`config.mk`:
```
export PLATFORM = sky130hd
export DESIGN_NAME = ocfs_top
export DESIGN_NICKNAME = d
export VERILOG_FILES = /design/src/design/ocfs_pkg.sv /design/src/design/ocfs_apll_decode.sv /design/src/design/ocfs_out_slot.sv /design/src/design/ocfs_top.sv
export VERILOG_INCLUDE_DIRS = /design/src /design/src/design
export SDC_FILE = /design/constraint.sdc
export NUM_CORES = 1
export LEC_CHECK = 0
export BUFFER_PORTS_ARGS = -buffer_cell sky130_fd_sc_hd__clkbuf_2
export CORE_MARGIN = 8
export CORE_UTILIZATION = 50
export CTS_CLUSTER_SIZE = 30
export DETAILED_ROUTE_END_ITERATION = 12
export MAX_ROUTING_LAYER = met4
export PLACE_DENSITY = 0.76
export SYNTH_ARGS = -nofsm -noshare
export SYNTH_HDL_FRONTEND = slang
export SYNTH_SLANG_ARGS = --single-unit
```
`constraint.sdc`:
```
create_clock -name core_clk_in -period 4.9 [get_ports core_clk_in]
set_input_delay 0.98 -clock core_clk_in [delete_from_list [all_inputs] [get_ports core_clk_in]]
set_output_delay 0.98 -clock core_clk_in [all_outputs]
set_load 0.005 [all_outputs]
```
`src/design/ocfs_defines.svh`:
```
// Register map, field positions, reset values and frequency constants.
// Assumes a 32-bit AHB-Lite register bus; frequencies are held in kHz.
`ifndef OCFS_DEFINES_SVH
`define OCFS_DEFINES_SVH
// Byte offsets
`define OCFS_OFF_MAIN_CTRL 32'h00000000
`define OCFS_OFF_AUX_CTRL 32'h00000004
`define OCFS_OFF_MCTRL_SIX 32'h00000008
`define OCFS_OFF_MCTRL_SEVEN 32'h0000000C
`define OCFS_OFF_OUT_ONE 32'h00000010
`define OCFS_OFF_OUT_TWO 32'h00000014
`define OCFS_OFF_OUT_THREE 32'h00000018
`define OCFS_OFF_OUT_FOUR 32'h0000001C
`define OCFS_OFF_OUT_FIVE 32'h00000020
`define OCFS_OFF_STATUS 32'h00000024
// Register indices
`define OCFS_IDX_MAIN 4'h0
`define OCFS_IDX_AUX 4'h1
`define OCFS_IDX_SIX 4'h2
`define OCFS_IDX_SEVEN 4'h3
`define OCFS_IDX_OUT1 4'h4
`define OCFS_IDX_OUT2 4'h5
`define OCFS_IDX_OUT3 4'h6
`define OCFS_IDX_OUT4 4'h7
`define OCFS_IDX_OUT5 4'h8
`define OCFS_IDX_STAT 4'h9
`define OCFS_IDX_NONE 4'hF
// Fields
`define OCFS_MAIN_FREQ 2:0
`define OCFS_M2A_FREQ 6:4
`define OCFS_LOCK_BIT 7
`define OCFS_S1_FAM_BIT 0
`define OCFS_S2_FAM_BIT 1
`define OCFS_S2_ALT_BIT 2
`define OCFS_S1_MULT 1:0
`define OCFS_S2_MULT 3:2
`define OCFS_LO_NIB 3:0
`define OCFS_HI_NIB 7:4
`define OCFS_ST_AUX_UP 0
`define OCFS_ST_LOCK 1
`define OCFS_ST_EN 14:8
`define OCFS_HTRANS_ACT 1
`define OCFS_RST_VAL 8'h00
`define OCFS_NOUT 7
// Frequencies in kHz
`define OCFS_K311040 19'h4BF00
`define OCFS_K98304 19'h18000
`define OCFS_K131072 19'h20000
`define OCFS_K148224 19'h24300
`define OCFS_K98816 19'h18200
`define OCFS_K100992 19'h18A80
`define OCFS_K250000 19'h3D090
`define OCFS_K274944 19'h43200
`define OCFS_K178944 19'h2BB00
`define OCFS_K122880 19'h1E000
`define OCFS_K160000 19'h27100
`define OCFS_K104000 19'h19640
`define OCFS_K312500 19'h4C4B4
`define OCFS_K_E1 19'h00800
`define OCFS_K_DS1 19'h00608
`define OCFS_K6312 19'h018A8
`define OCFS_K10000 19'h02710
`define OCFS_K19440 19'h04BF0
`define OCFS_K38880 19'h097E0
`define OCFS_K_NONE 19'h00000
`endif

```
`src/design/ocfs_pkg.sv`:
```
// Types shared by the output clock frequency select block.
// Assumes ocfs_defines.svh supplies the numeric constants.
package ocfs_pkg;
	typedef enum logic [3:0] {
		OCFS_SRC_OFF = 4'h0,
		OCFS_SRC_2K = 4'h1,
		OCFS_SRC_8K = 4'h2,
		OCFS_SRC_SYN1 = 4'h3,
		OCFS_SRC_SYN2 = 4'h4,
		OCFS_SRC_MAIN = 4'h5,
		OCFS_SRC_SECOND = 4'h6,
		OCFS_SRC_AUX = 4'h7,
		OCFS_SRC_AUXREF = 4'h8
	} ocfs_src_t;
endpackage : ocfs_pkg

```
`src/design/ocfs_apll_decode.sv`:
```
// Decodes APLL and synthesizer frequency fields into kHz values.
// Assumes fields come straight from registers; purely combinational.
`timescale 1ns/1ps
`include "ocfs_defines.svh"
module ocfs_apll_decode (
	input wire logic lock_sel_in,
	input wire logic [2:0] main_freq_in,
	input wire logic [2:0] main_to_aux_in,
	input wire logic [3:0] aux_freq_in,
	input wire logic syn1_fam_in,
	input wire logic [1:0] syn1_mult_in,
	input wire logic syn2_fam_in,
	input wire logic syn2_alt_in,
	input wire logic [1:0] syn2_mult_in,
	output logic [18:0] main_khz_out,
	output logic [18:0] aux_khz_out,
	output logic [18:0] syn1_khz_out,
	output logic [18:0] syn2_khz_out,
	output logic aux_up_out
);
	always_comb begin
		unique case (main_freq_in)
			3'h2: main_khz_out = `OCFS_K98304;
			3'h3: main_khz_out = `OCFS_K131072;
			3'h4: main_khz_out = `OCFS_K148224;
			3'h5: main_khz_out = `OCFS_K98816;
			3'h6: main_khz_out = `OCFS_K100992;
			3'h7: main_khz_out = `OCFS_K250000;
			default: main_khz_out = `OCFS_K311040;
		endcase
		aux_khz_out = `OCFS_K_NONE;
		if (lock_sel_in) begin
			case (main_to_aux_in)
				3'h0: aux_khz_out = `OCFS_K98304;
				3'h1: aux_khz_out = `OCFS_K250000;
				3'h2: aux_khz_out = `OCFS_K131072;
				3'h4: aux_khz_out = `OCFS_K148224;
				3'h6: aux_khz_out = `OCFS_K98816;
				3'h7: aux_khz_out = `OCFS_K100992;
				default: aux_khz_out = `OCFS_K_NONE;
			endcase
		end else begin
			case (aux_freq_in)
				4'h1: aux_khz_out = `OCFS_K311040;
				4'h2: aux_khz_out = `OCFS_K98304;
				4'h3: aux_khz_out = `OCFS_K131072;
				4'h4: aux_khz_out = `OCFS_K148224;
				4'h5: aux_khz_out = `OCFS_K98816;
				4'h6: aux_khz_out = `OCFS_K274944;
				4'h7: aux_khz_out = `OCFS_K178944;
				4'h8: aux_khz_out = `OCFS_K100992;
				4'h9: aux_khz_out = `OCFS_K250000;
				4'hA: aux_khz_out = `OCFS_K122880;
				4'hB: aux_khz_out = `OCFS_K160000;
				4'hC: aux_khz_out = `OCFS_K104000;
				default: aux_khz_out = `OCFS_K_NONE;
			endcase
		end
		aux_up_out = lock_sel_in | (aux_freq_in != 4'h0);
		syn1_khz_out = (syn1_fam_in ? `OCFS_K_DS1 : `OCFS_K_E1) << syn1_mult_in;
		syn2_khz_out = (syn2_fam_in ? `OCFS_K_DS1 : `OCFS_K_E1) << syn2_mult_in;
		if (syn2_alt_in) begin
			case ({syn2_mult_in, syn2_fam_in})
				3'h0: syn2_khz_out = `OCFS_K6312;
				3'h4: syn2_khz_out = `OCFS_K10000;
				3'h1: syn2_khz_out = `OCFS_K19440;
				3'h3: syn2_khz_out = `OCFS_K38880;
				default: syn2_khz_out = `OCFS_K_NONE;
			endcase
		end
	end
endmodule : ocfs_apll_decode

```
`src/design/ocfs_out_slot.sv`:
```
// One output clock: maps its selection code to a source and divider.
// Assumes edge_in pulses for one cycle at each output clock boundary.
`timescale 1ns/1ps
`include "ocfs_defines.svh"
module ocfs_out_slot #(
	parameter int IDX = 0
) (
	input wire logic core_clk_in,
	input wire logic rstn_in,
	input wire logic [3:0] sel_in,
	input wire logic alt_in,
	input wire logic edge_in,
	input wire logic aux_up_in,
	output logic en_out,
	output ocfs_pkg::ocfs_src_t src_out,
	output logic [6:0] div_out
);
	import ocfs_pkg::*;
	ocfs_src_t src_reg, src_next;
	logic [3:0] m_src;
	logic [6:0] div_reg, div_next, m_div;
	logic en_reg, en_next;
	localparam int GRP = (IDX < 3) ? 0 : ((IDX < 5) ? 1 : 2);

	always_comb begin
		m_src = OCFS_SRC_OFF;
		m_div = 7'h01;
		if (!alt_in) begin
			unique case (sel_in)
				4'h1: m_src = OCFS_SRC_2K;
				4'h2: m_src = OCFS_SRC_8K;
				4'h3: begin
					m_src = (IDX == 5) ? OCFS_SRC_MAIN : OCFS_SRC_SYN2;
					m_div = (IDX == 5) ? 7'h02 : 7'h01;
				end
				4'h4: begin
					m_src = (IDX == 6) ? OCFS_SRC_MAIN : OCFS_SRC_SYN1;
					m_div = (IDX == 6) ? 7'h02 : 7'h01;
				end
				4'h5: begin
					m_src = OCFS_SRC_MAIN;
					m_div = (IDX == 5) ? 7'h01 : 7'h30;
				end
				4'h6: {m_src, m_div} = {OCFS_SRC_MAIN, 7'h10};
				4'h7: {m_src, m_div} = {OCFS_SRC_MAIN, 7'h0C};
				4'h8: {m_src, m_div} = {OCFS_SRC_MAIN, 7'h08};
				4'h9: {m_src, m_div} = {OCFS_SRC_MAIN, 7'h06};
				4'hA: {m_src, m_div} = {OCFS_SRC_MAIN, 7'h04};
				4'hB: begin
					m_src = OCFS_SRC_AUX;
					m_div = (GRP == 1) ? 7'h02 : 7'h40;
				end
				4'hC: {m_src, m_div} = {OCFS_SRC_AUX, 7'h30};
				4'hD: {m_src, m_div} = {OCFS_SRC_AUX, 7'h10};
				4'hE: {m_src, m_div} = {OCFS_SRC_AUX, 7'h08};
				4'hF: {m_src, m_div} = {OCFS_SRC_AUX, 7'h04};
				default: m_src = OCFS_SRC_OFF;
			endcase
		end else begin
			unique case (sel_in)
				4'h1: {m_src, m_div} = (GRP == 0) ? {OCFS_SRC_MAIN, 7'h40} :
					(GRP == 1) ? {OCFS_SRC_MAIN, 7'h02} : {OCFS_SRC_AUX, 7'h05};
				4'h2: {m_src, m_div} = (GRP == 0) ? {OCFS_SRC_AUX, 7'h14} :
					(GRP == 1) ? {OCFS_SRC_MAIN, 7'h01} : {OCFS_SRC_AUX, 7'h02};
				4'h3: {m_src, m_div} = (GRP == 0) ? {OCFS_SRC_AUX, 7'h0C} :
					(GRP == 1) ? {OCFS_SRC_AUX, 7'h0A} : {OCFS_SRC_AUX, 7'h01};
				4'h4: {m_src, m_div} = (GRP == 0) ? {OCFS_SRC_AUX, 7'h0A} :
					(GRP == 1) ? {OCFS_SRC_SECOND, 7'h0A} : {OCFS_SRC_SECOND, 7'h05};
				4'h5: {m_src, m_div} = (IDX == 0) ? {OCFS_SRC_SECOND, 7'h0A} :
					(GRP == 0) ? {OCFS_SRC_AUX, 7'h05} : {OCFS_SRC_SECOND, 7'h02};
				4'h6: {m_src, m_div} = (IDX == 0) ? {OCFS_SRC_SECOND, 7'h05} :
					(GRP == 0) ? {OCFS_SRC_AUX, 7'h02} : {OCFS_SRC_SECOND, 7'h01};
				4'h7: m_src = OCFS_SRC_AUXREF;
				default: m_src = OCFS_SRC_OFF;
			endcase
		end
		src_next = src_reg;
		div_next = div_reg;
		if (edge_in || !en_reg) begin
			src_next = ocfs_src_t'(m_src);
			div_next = m_div;
		end
		en_next = (src_next != OCFS_SRC_OFF) &&
			!((src_next == OCFS_SRC_AUX) && !aux_up_in);
	end

	always_ff @(posedge core_clk_in or negedge rstn_in) begin
		if (!rstn_in) begin
			src_reg <= OCFS_SRC_OFF;
			div_reg <= 7'h01;
			en_reg <= 1'b0;
		end else begin
			src_reg <= src_next;
			div_reg <= div_next;
			en_reg <= en_next;
		end
	end

	assign en_out = en_reg;
	assign src_out = src_reg;
	assign div_out = div_reg;
endmodule : ocfs_out_slot

```
`src/design/ocfs_top.sv`:
```
// Output clock frequency select: AHB-Lite registers, APLL decode, seven outputs.
// Assumes a single 20 MHz clock and one-cycle output boundary pulses.
`timescale 1ns/1ps
`include "ocfs_defines.svh"
module ocfs_top (
	input wire logic core_clk_in,
	input wire logic rstn_in,
	input wire logic hsel_in,
	input wire logic [31:0] haddr_in,
	input wire logic [1:0] htrans_in,
	input wire logic hwrite_in,
	input wire logic [2:0] hsize_in,
	input wire logic hready_in,
	input wire logic [31:0] hwdata_in,
	input wire logic [6:0] out_clk_edge_in,
	output logic [31:0] hrdata_out,
	output logic hreadyout_out,
	output logic hresp_out,
	output logic aux_lock_to_main_sel_out,
	output logic aux_apll_up_out,
	output logic [18:0] main_apll_khz_out,
	output logic [18:0] second_main_apll_khz_out,
	output logic [18:0] aux_apll_khz_out,
	output logic [18:0] synth_one_khz_out,
	output logic [18:0] synth_two_khz_out,
	output logic [6:0] out_en_out,
	output logic [27:0] out_src_out,
	output logic [48:0] out_div_out
);
	import ocfs_pkg::*;

	logic [7:0] main_pll_ctrl_one_reg, main_pll_ctrl_one_next;
	logic [3:0] aux_pll_ctrl_one_reg, aux_pll_ctrl_one_next;
	logic [2:0] master_ctrl_six_reg, master_ctrl_six_next;
	logic [3:0] master_ctrl_seven_reg, master_ctrl_seven_next;
	logic [3:0] out_freq_sel_field_reg [`OCFS_NOUT];
	logic [3:0] out_freq_sel_field_next [`OCFS_NOUT];
	logic [6:0] out_ctrl_five_reg, out_ctrl_five_next;
	logic wr_pend_reg, wr_pend_next;
	logic [3:0] wr_idx_reg, wr_idx_next;
	logic [31:0] rdata_reg, rdata_next;
	logic [18:0] main_khz_reg, aux_khz_reg, syn1_khz_reg, syn2_khz_reg;
	logic [18:0] main_khz_w, aux_khz_w, syn1_khz_w, syn2_khz_w;
	logic aux_up_reg, aux_up_w, lock_reg;
	logic take_w, take_r;
	ocfs_src_t slot_src [`OCFS_NOUT];

	function automatic logic [3:0] reg_index(input logic [31:0] addr);
		unique case (addr)
			`OCFS_OFF_MAIN_CTRL: reg_index = `OCFS_IDX_MAIN;
			`OCFS_OFF_AUX_CTRL: reg_index = `OCFS_IDX_AUX;
			`OCFS_OFF_MCTRL_SIX: reg_index = `OCFS_IDX_SIX;
			`OCFS_OFF_MCTRL_SEVEN: reg_index = `OCFS_IDX_SEVEN;
			`OCFS_OFF_OUT_ONE: reg_index = `OCFS_IDX_OUT1;
			`OCFS_OFF_OUT_TWO: reg_index = `OCFS_IDX_OUT2;
			`OCFS_OFF_OUT_THREE: reg_index = `OCFS_IDX_OUT3;
			`OCFS_OFF_OUT_FOUR: reg_index = `OCFS_IDX_OUT4;
			`OCFS_OFF_OUT_FIVE: reg_index = `OCFS_IDX_OUT5;
			`OCFS_OFF_STATUS: reg_index = `OCFS_IDX_STAT;
			default: reg_index = `OCFS_IDX_NONE;
		endcase
	endfunction : reg_index

	assign take_w = hsel_in && hready_in && htrans_in[`OCFS_HTRANS_ACT] && hwrite_in;
	assign take_r = hsel_in && hready_in && htrans_in[`OCFS_HTRANS_ACT] && !hwrite_in;

	// Register file: write in data phase, read data from post-write values
	always_comb begin
		main_pll_ctrl_one_next = main_pll_ctrl_one_reg;
		aux_pll_ctrl_one_next = aux_pll_ctrl_one_reg;
		master_ctrl_six_next = master_ctrl_six_reg;
		master_ctrl_seven_next = master_ctrl_seven_reg;
		out_freq_sel_field_next = out_freq_sel_field_reg;
		out_ctrl_five_next = out_ctrl_five_reg;
		wr_pend_next = take_w;
		wr_idx_next = reg_index(haddr_in);
		if (wr_pend_reg) begin
			unique case (wr_idx_reg)
				`OCFS_IDX_MAIN: main_pll_ctrl_one_next = hwdata_in[7:0];
				`OCFS_IDX_AUX: aux_pll_ctrl_one_next = hwdata_in[`OCFS_LO_NIB];
				`OCFS_IDX_SIX: master_ctrl_six_next = hwdata_in[2:0];
				`OCFS_IDX_SEVEN: master_ctrl_seven_next = hwdata_in[3:0];
				`OCFS_IDX_OUT1: begin
					out_freq_sel_field_next[0] = hwdata_in[`OCFS_LO_NIB];
					out_freq_sel_field_next[1] = hwdata_in[`OCFS_HI_NIB];
				end
				`OCFS_IDX_OUT2: begin
					out_freq_sel_field_next[2] = hwdata_in[`OCFS_LO_NIB];
					out_freq_sel_field_next[3] = hwdata_in[`OCFS_HI_NIB];
				end
				`OCFS_IDX_OUT3: begin
					out_freq_sel_field_next[4] = hwdata_in[`OCFS_LO_NIB];
					out_freq_sel_field_next[5] = hwdata_in[`OCFS_HI_NIB];
				end
				`OCFS_IDX_OUT4: out_freq_sel_field_next[6] = hwdata_in[`OCFS_LO_NIB];
				`OCFS_IDX_OUT5: out_ctrl_five_next = hwdata_in[6:0];
				default: main_pll_ctrl_one_next = main_pll_ctrl_one_reg;
			endcase
		end
		rdata_next = rdata_reg;
		if (take_r) begin
			rdata_next = 32'h00000000;
			unique case (reg_index(haddr_in))
				`OCFS_IDX_MAIN: rdata_next[7:0] = main_pll_ctrl_one_next;
				`OCFS_IDX_AUX: rdata_next[3:0] = aux_pll_ctrl_one_next;
				`OCFS_IDX_SIX: rdata_next[2:0] = master_ctrl_six_next;
				`OCFS_IDX_SEVEN: rdata_next[3:0] = master_ctrl_seven_next;
				`OCFS_IDX_OUT1: rdata_next[7:0] = {out_freq_sel_field_next[1],
					out_freq_sel_field_next[0]};
				`OCFS_IDX_OUT2: rdata_next[7:0] = {out_freq_sel_field_next[3],
					out_freq_sel_field_next[2]};
				`OCFS_IDX_OUT3: rdata_next[7:0] = {out_freq_sel_field_next[5],
					out_freq_sel_field_next[4]};
				`OCFS_IDX_OUT4: rdata_next[3:0] = out_freq_sel_field_next[6];
				`OCFS_IDX_OUT5: rdata_next[6:0] = out_ctrl_five_next;
				`OCFS_IDX_STAT: begin
					rdata_next[`OCFS_ST_AUX_UP] = aux_up_reg;
					rdata_next[`OCFS_ST_LOCK] = lock_reg;
					rdata_next[`OCFS_ST_EN] = out_en_out;
				end
				default: rdata_next = 32'h00000000;
			endcase
		end
	end

	always_ff @(posedge core_clk_in or negedge rstn_in) begin
		if (!rstn_in) begin
			main_pll_ctrl_one_reg <= `OCFS_RST_VAL;
			aux_pll_ctrl_one_reg <= 4'h0;
			master_ctrl_six_reg <= 3'h0;
			master_ctrl_seven_reg <= 4'h0;
			out_freq_sel_field_reg <= '{default: 4'h0};
			out_ctrl_five_reg <= 7'h00;
			wr_pend_reg <= 1'b0;
			wr_idx_reg <= `OCFS_IDX_NONE;
			rdata_reg <= 32'h00000000;
		end else begin
			main_pll_ctrl_one_reg <= main_pll_ctrl_one_next;
			aux_pll_ctrl_one_reg <= aux_pll_ctrl_one_next;
			master_ctrl_six_reg <= master_ctrl_six_next;
			master_ctrl_seven_reg <= master_ctrl_seven_next;
			out_freq_sel_field_reg <= out_freq_sel_field_next;
			out_ctrl_five_reg <= out_ctrl_five_next;
			wr_pend_reg <= wr_pend_next;
			wr_idx_reg <= wr_idx_next;
			rdata_reg <= rdata_next;
		end
	end

	ocfs_apll_decode u_decode (
		.lock_sel_in(main_pll_ctrl_one_reg[`OCFS_LOCK_BIT]),
		.main_freq_in(main_pll_ctrl_one_reg[`OCFS_MAIN_FREQ]),
		.main_to_aux_in(main_pll_ctrl_one_reg[`OCFS_M2A_FREQ]),
		.aux_freq_in(aux_pll_ctrl_one_reg),
		.syn1_fam_in(master_ctrl_six_reg[`OCFS_S1_FAM_BIT]),
		.syn1_mult_in(master_ctrl_seven_reg[`OCFS_S1_MULT]),
		.syn2_fam_in(master_ctrl_six_reg[`OCFS_S2_FAM_BIT]),
		.syn2_alt_in(master_ctrl_six_reg[`OCFS_S2_ALT_BIT]),
		.syn2_mult_in(master_ctrl_seven_reg[`OCFS_S2_MULT]),
		.main_khz_out(main_khz_w),
		.aux_khz_out(aux_khz_w),
		.syn1_khz_out(syn1_khz_w),
		.syn2_khz_out(syn2_khz_w),
		.aux_up_out(aux_up_w)
	);

	// Decoded frequencies and aux power state
	always_ff @(posedge core_clk_in or negedge rstn_in) begin
		if (!rstn_in) begin
			main_khz_reg <= `OCFS_K311040;
			aux_khz_reg <= `OCFS_K_NONE;
			syn1_khz_reg <= `OCFS_K_E1;
			syn2_khz_reg <= `OCFS_K_E1;
			aux_up_reg <= 1'b0;
			lock_reg <= 1'b0;
		end else begin
			main_khz_reg <= main_khz_w;
			aux_khz_reg <= aux_khz_w;
			syn1_khz_reg <= syn1_khz_w;
			syn2_khz_reg <= syn2_khz_w;
			aux_up_reg <= aux_up_w;
			lock_reg <= main_pll_ctrl_one_reg[`OCFS_LOCK_BIT];
		end
	end

	for (genvar g = 0; g < `OCFS_NOUT; g++) begin : g_slot
		ocfs_out_slot #(.IDX(g)) u_slot (
			.core_clk_in(core_clk_in),
			.rstn_in(rstn_in),
			.sel_in(out_freq_sel_field_reg[g]),
			.alt_in(out_ctrl_five_reg[g]),
			.edge_in(out_clk_edge_in[g]),
			.aux_up_in(aux_up_reg),
			.en_out(out_en_out[g]),
			.src_out(slot_src[g]),
			.div_out(out_div_out[g*7 +: 7])
		);
		assign out_src_out[g*4 +: 4] = slot_src[g];
	end

	assign hrdata_out = rdata_reg;
	assign hreadyout_out = 1'b1;
	assign hresp_out = 1'b0;
	assign aux_lock_to_main_sel_out = lock_reg;
	assign aux_apll_up_out = aux_up_reg;
	assign main_apll_khz_out = main_khz_reg;
	assign second_main_apll_khz_out = `OCFS_K312500;
	assign aux_apll_khz_out = aux_khz_reg;
	assign synth_one_khz_out = syn1_khz_reg;
	assign synth_two_khz_out = syn2_khz_reg;
endmodule : ocfs_top

```
==> summary.md <==
| Metric | Value |
|---|---|
| Status | `completed` |
| Critical Path Source Type | `register` |
| DP Area | `12200 µm²` |
| Total I/O pin count | `296` |
| Actual transition at the worst max-transition pin | `1.21 ns` |
| Detailed placer's ending HPWL | `21500 µm` |
| Post-layout power | `3.86 mW` |
| Starting density of the core | `50.8%` |
| Combinational family with the most area after synthesis | `simple AND/OR/NAND/NOR gates` |
| Synthesized instance count | `1204` |
| Simple-gate area share of the yosys netlist | `16.8%` |
| Die extent in y | `167 µm` |
| Wire length reported by the detailed router | `30000 µm` |
| Adder-cell share of the synthesized area | `1.66%` |
| Worst hold path class | `register to register` |
| Final Setup Violations | `0` |
| Static leakage power | `6.23 nW` |
| Most common library cell in the layout ignoring fill and taps | `sky130_fd_sc_hd__clkbuf_2` |
| Data arrival at the endpoint of the critical path | `3.28 ns` |
| Total Die Area | `28000 µm²` |
| Post-Route Skew | `0.0103 ns` |
| DRT iter0 DRCs | `675` |
| Syn Area/Cell | `9.52 µm²` |
| Horizontal extent of the die | `167 µm` |
| Count of maximum capacitance violations | `0` |
| Crit path kind | `register to register` |
| Num rows | `55` |
| N_diodes | `0` |
| Fraction of final layout cells with drive strength greater than 1 | `26.4%` |
| Primary FF master, synth | `sky130_fd_sc_hd__dfrtp_1` |
| Overall Global Routing Usage | `21.4%` |
| Quantity of gates resized following cts | `0` |
| Number of slew-limit violations in the final report | `0` |
| Clock latency reported for the late side of the worst-skew pair | `0.52 ns` |
| Share of flip-flops with an asynchronous set or reset after synthesis | `100%` |
| Final total negative setup slack | `0 ns` |
| Setup fix buffers added after clock tree synthesis | `0` |
| Length of the first detailed-routing pass in iterations | `5` |
| Clock tree from TritonCTS | `done` |
| Netlist Area Pre-Place | `11500 µm²` |
| Design area | `13000 µm²` |
| Number of synthesized register bits | `205` |
| Growth of design area from synthesis to finish | `13.5%` |
| Vias per cell | `5.69` |
| Sequential share of the synthesized area | `45.0%` |
| Routed vias | `9329` |
| Clk sink count | `205` |
| Root Driver | `sky130_fd_sc_hd__clkbuf_16` |
| Overall overflow remaining after global route | `0` |
| Number of nets still failing antenna checks after routing | `0` |
| Type of element capturing the critical path | `register` |
| Hold Buf Count CTS | `0` |
| Core area | `22600 µm²` |
| Leading cell types in the layout, fill and taps excluded | `sky130_fd_sc_hd__clkbuf_2 (200), sky130_fd_sc_hd__dfrtp_1 (186), sky130_fd_sc_hd__nand2_1 (119)` |
| Number of nets in the layout | `1430` |
| Pin count of the biggest net entering global routing | `111` |
| Power Dens Cells | `297 nW/µm²` |
| Yosys cell types | `80` |
| Average wire length per cell after detail routing | `18.3 µm` |
| Xor and xnor fraction of the mapped netlist area | `2.22%` |
| RSZ-0062 raised after global routing | `false` |
| H-tree Lvls | `1` |
| Number of buffers created by CTS | `23` |
| Filler Cell Count | `1983` |
| Number of synthesis warnings | `0` |
| Post-route minimum period | `2.89 ns` |
| Antenna violations before repair | `0` |
| Required time at the worst-slack endpoint | `5.29 ns` |
| Wire length of the first global-routing pass | `47800 µm` |
| Number of flip-flops under the largest register name | `47` |
| Clock tree buffer depth | `3` |
| RD Place Congestion | `0.925` |
| Clock slew at the register clock pins of the worst setup and hold paths | `0.06 ns` |
| Worst vdd ir | `0.188 mV` |
| Vias in the first global route | `9048` |
| Critical path fanouts, max | `8` |
| Number of hold violations in the final report | `0` |
| Total of buffers placed on input and output ports | `201` |
| Count of flip-flops with a built-in enable after synthesis | `0` |
| Post-route clock period utilization | `59.0%` |
| Remaining max-slew budget at the tightest pin | `18.9%` |
| Post-route DRC | `0` |
| Compound-gate portion of the synthesized area | `16.8%` |
| Highest clock frequency the design can meet | `346 MHz` |
| Mux share of post-synthesis cell area | `8.05%` |
[path summary, 6_finish.rpt]
path | from | end | slack [ns] | cells past startpoint
worst max-delay path | wr_idx_reg[2] | hrdata_out[2] | 2.01 | 6
min in group asynchronous | rstn_in | g_slot[0].u_slot.div_out[6] | 0.57 | 1
worst min-delay path | g_slot[6].u_slot.div_out[6] | g_slot[6].u_slot.div_out[6] | 0.46 | 2
worst max register to register | wr_idx_reg[2] | hrdata_out[2] | 2.01 | 6
max in group asynchronous | rstn_in | main_apll_khz_out[9] | 3.30 | 2
worst min register to register | g_slot[6].u_slot.div_out[6] | g_slot[6].u_slot.div_out[6] | 0.46 | 2
[cell type report]
cell class	count	area (µm²)	share of cell area, %
tap	285	357	2.74
timing repair buffer	206	1060	8.19
clock buffer	30	642	4.94
sequential	205	5150	39.6
inverter	46	178	1.37
clock inverter	12	148	1.14
multi-input combinational	855	5460	42.0
[worst max-delay path, cell delays in order (launching register included)]
cell and delay [ns]:
sky130_fd_sc_hd__dfstp_2 0.59, sky130_fd_sc_hd__nand3b_1 0.20, sky130_fd_sc_hd__nor3b_2 0.71, sky130_fd_sc_hd__mux2_2 0.45, sky130_fd_sc_hd__mux4_2 0.53, sky130_fd_sc_hd__a2bb2oi_1 0.19, sky130_fd_sc_hd__o22ai_1 0.11
[report_power, final]
part,internal (mW),switching [mW]
Combinational,0.110,0.174
Sequential,1.75,0.0506
Clock,1.08,0.696
Total,2.94,0.920
[per-stage QoR]
stage               hold slack (ns)  util [%]  cells  worst slack [ns]
finish                        0.464      57.6   1639              2.01
detailed placement            0.457      54.1   1597              1.65
CTS                           0.471      57.6   1639              2.04
global placement              0.452      54.1   1597              1.65
global route                  0.502      57.6   1639              1.91
floorplan                     0.367         -   1268              2.14
[cell families after synthesis]
group                      Yosys count
and+or+nand+nor                    377
AOI/OAI and AO/OA                  286
buffers and inverters              208
DFF                                205
muxes                               81
xor gates and xnor gates            29
adders and majority gates           16
other                                2
[Yosys cell counts, types with 5 or more instances]
cell | count | area [µm²]
sky130_fd_sc_hd__o211ai_1 | 6 | 45.0
sky130_fd_sc_hd__dfrtp_1 | 186 | 4650
sky130_fd_sc_hd__clkbuf_1 | 69 | 259
sky130_fd_sc_hd__a32o_1 | 6 | 60.1
sky130_fd_sc_hd__nand2_1 | 119 | 447
sky130_fd_sc_hd__a22oi_1 | 7 | 52.6
sky130_fd_sc_hd__a32oi_1 | 6 | 52.6
sky130_fd_sc_hd__ha_1 | 12 | 150
sky130_fd_sc_hd__nor3_1 | 23 | 115
sky130_fd_sc_hd__nor2b_1 | 22 | 138
sky130_fd_sc_hd__a211oi_1 | 8 | 60.1
sky130_fd_sc_hd__mux2i_1 | 10 | 100
sky130_fd_sc_hd__mux2_2 | 69 | 777
sky130_fd_sc_hd__o21ai_0 | 66 | 330
sky130_fd_sc_hd__a2111oi_0 | 5 | 43.8
sky130_fd_sc_hd__o31a_1 | 6 | 52.6
sky130_fd_sc_hd__inv_1 | 43 | 161
sky130_fd_sc_hd__o21a_1 | 9 | 67.6
sky130_fd_sc_hd__o32ai_1 | 8 | 70.1
sky130_fd_sc_hd__buf_4 | 76 | 571
sky130_fd_sc_hd__dfstp_2 | 19 | 499
sky130_fd_sc_hd__nand3_1 | 34 | 170
sky130_fd_sc_hd__a22o_1 | 7 | 61.3
sky130_fd_sc_hd__o31ai_1 | 17 | 128
sky130_fd_sc_hd__o22ai_1 | 11 | 68.8
sky130_fd_sc_hd__nor3b_1 | 11 | 82.6
sky130_fd_sc_hd__nand2b_1 | 22 | 138
sky130_fd_sc_hd__nor2_1 | 79 | 297
sky130_fd_sc_hd__o41ai_1 | 10 | 87.6
sky130_fd_sc_hd__xnor2_1 | 14 | 123
sky130_fd_sc_hd__or4_1 | 6 | 45.0
sky130_fd_sc_hd__xor2_1 | 15 | 131
sky130_fd_sc_hd__buf_1 | 12 | 45.0
sky130_fd_sc_hd__and3_1 | 8 | 50.1
sky130_fd_sc_hd__and2_1 | 9 | 56.3
sky130_fd_sc_hd__a21o_1 | 8 | 60.1
sky130_fd_sc_hd__nor4_1 | 8 | 50.1
sky130_fd_sc_hd__a21oi_1 | 63 | 315
sky130_fd_sc_hd__nand3b_1 | 7 | 52.6
sky130_fd_sc_hd__a31oi_1 | 9 | 56.3
[per-layer routing]
metal | up-vias | GRT usage, % | share of wire, %
li1 | 4399 | - | -
met1 | 4479 | 26.3 | 42
met2 | 375 | 34.5 | 48
met3 | 76 | 4.56 | 7.4
met4 | 0 | 7.49 | 3.2
met5 | - | - | 0
Note: power is estimated with default switching activity, not from simulation.
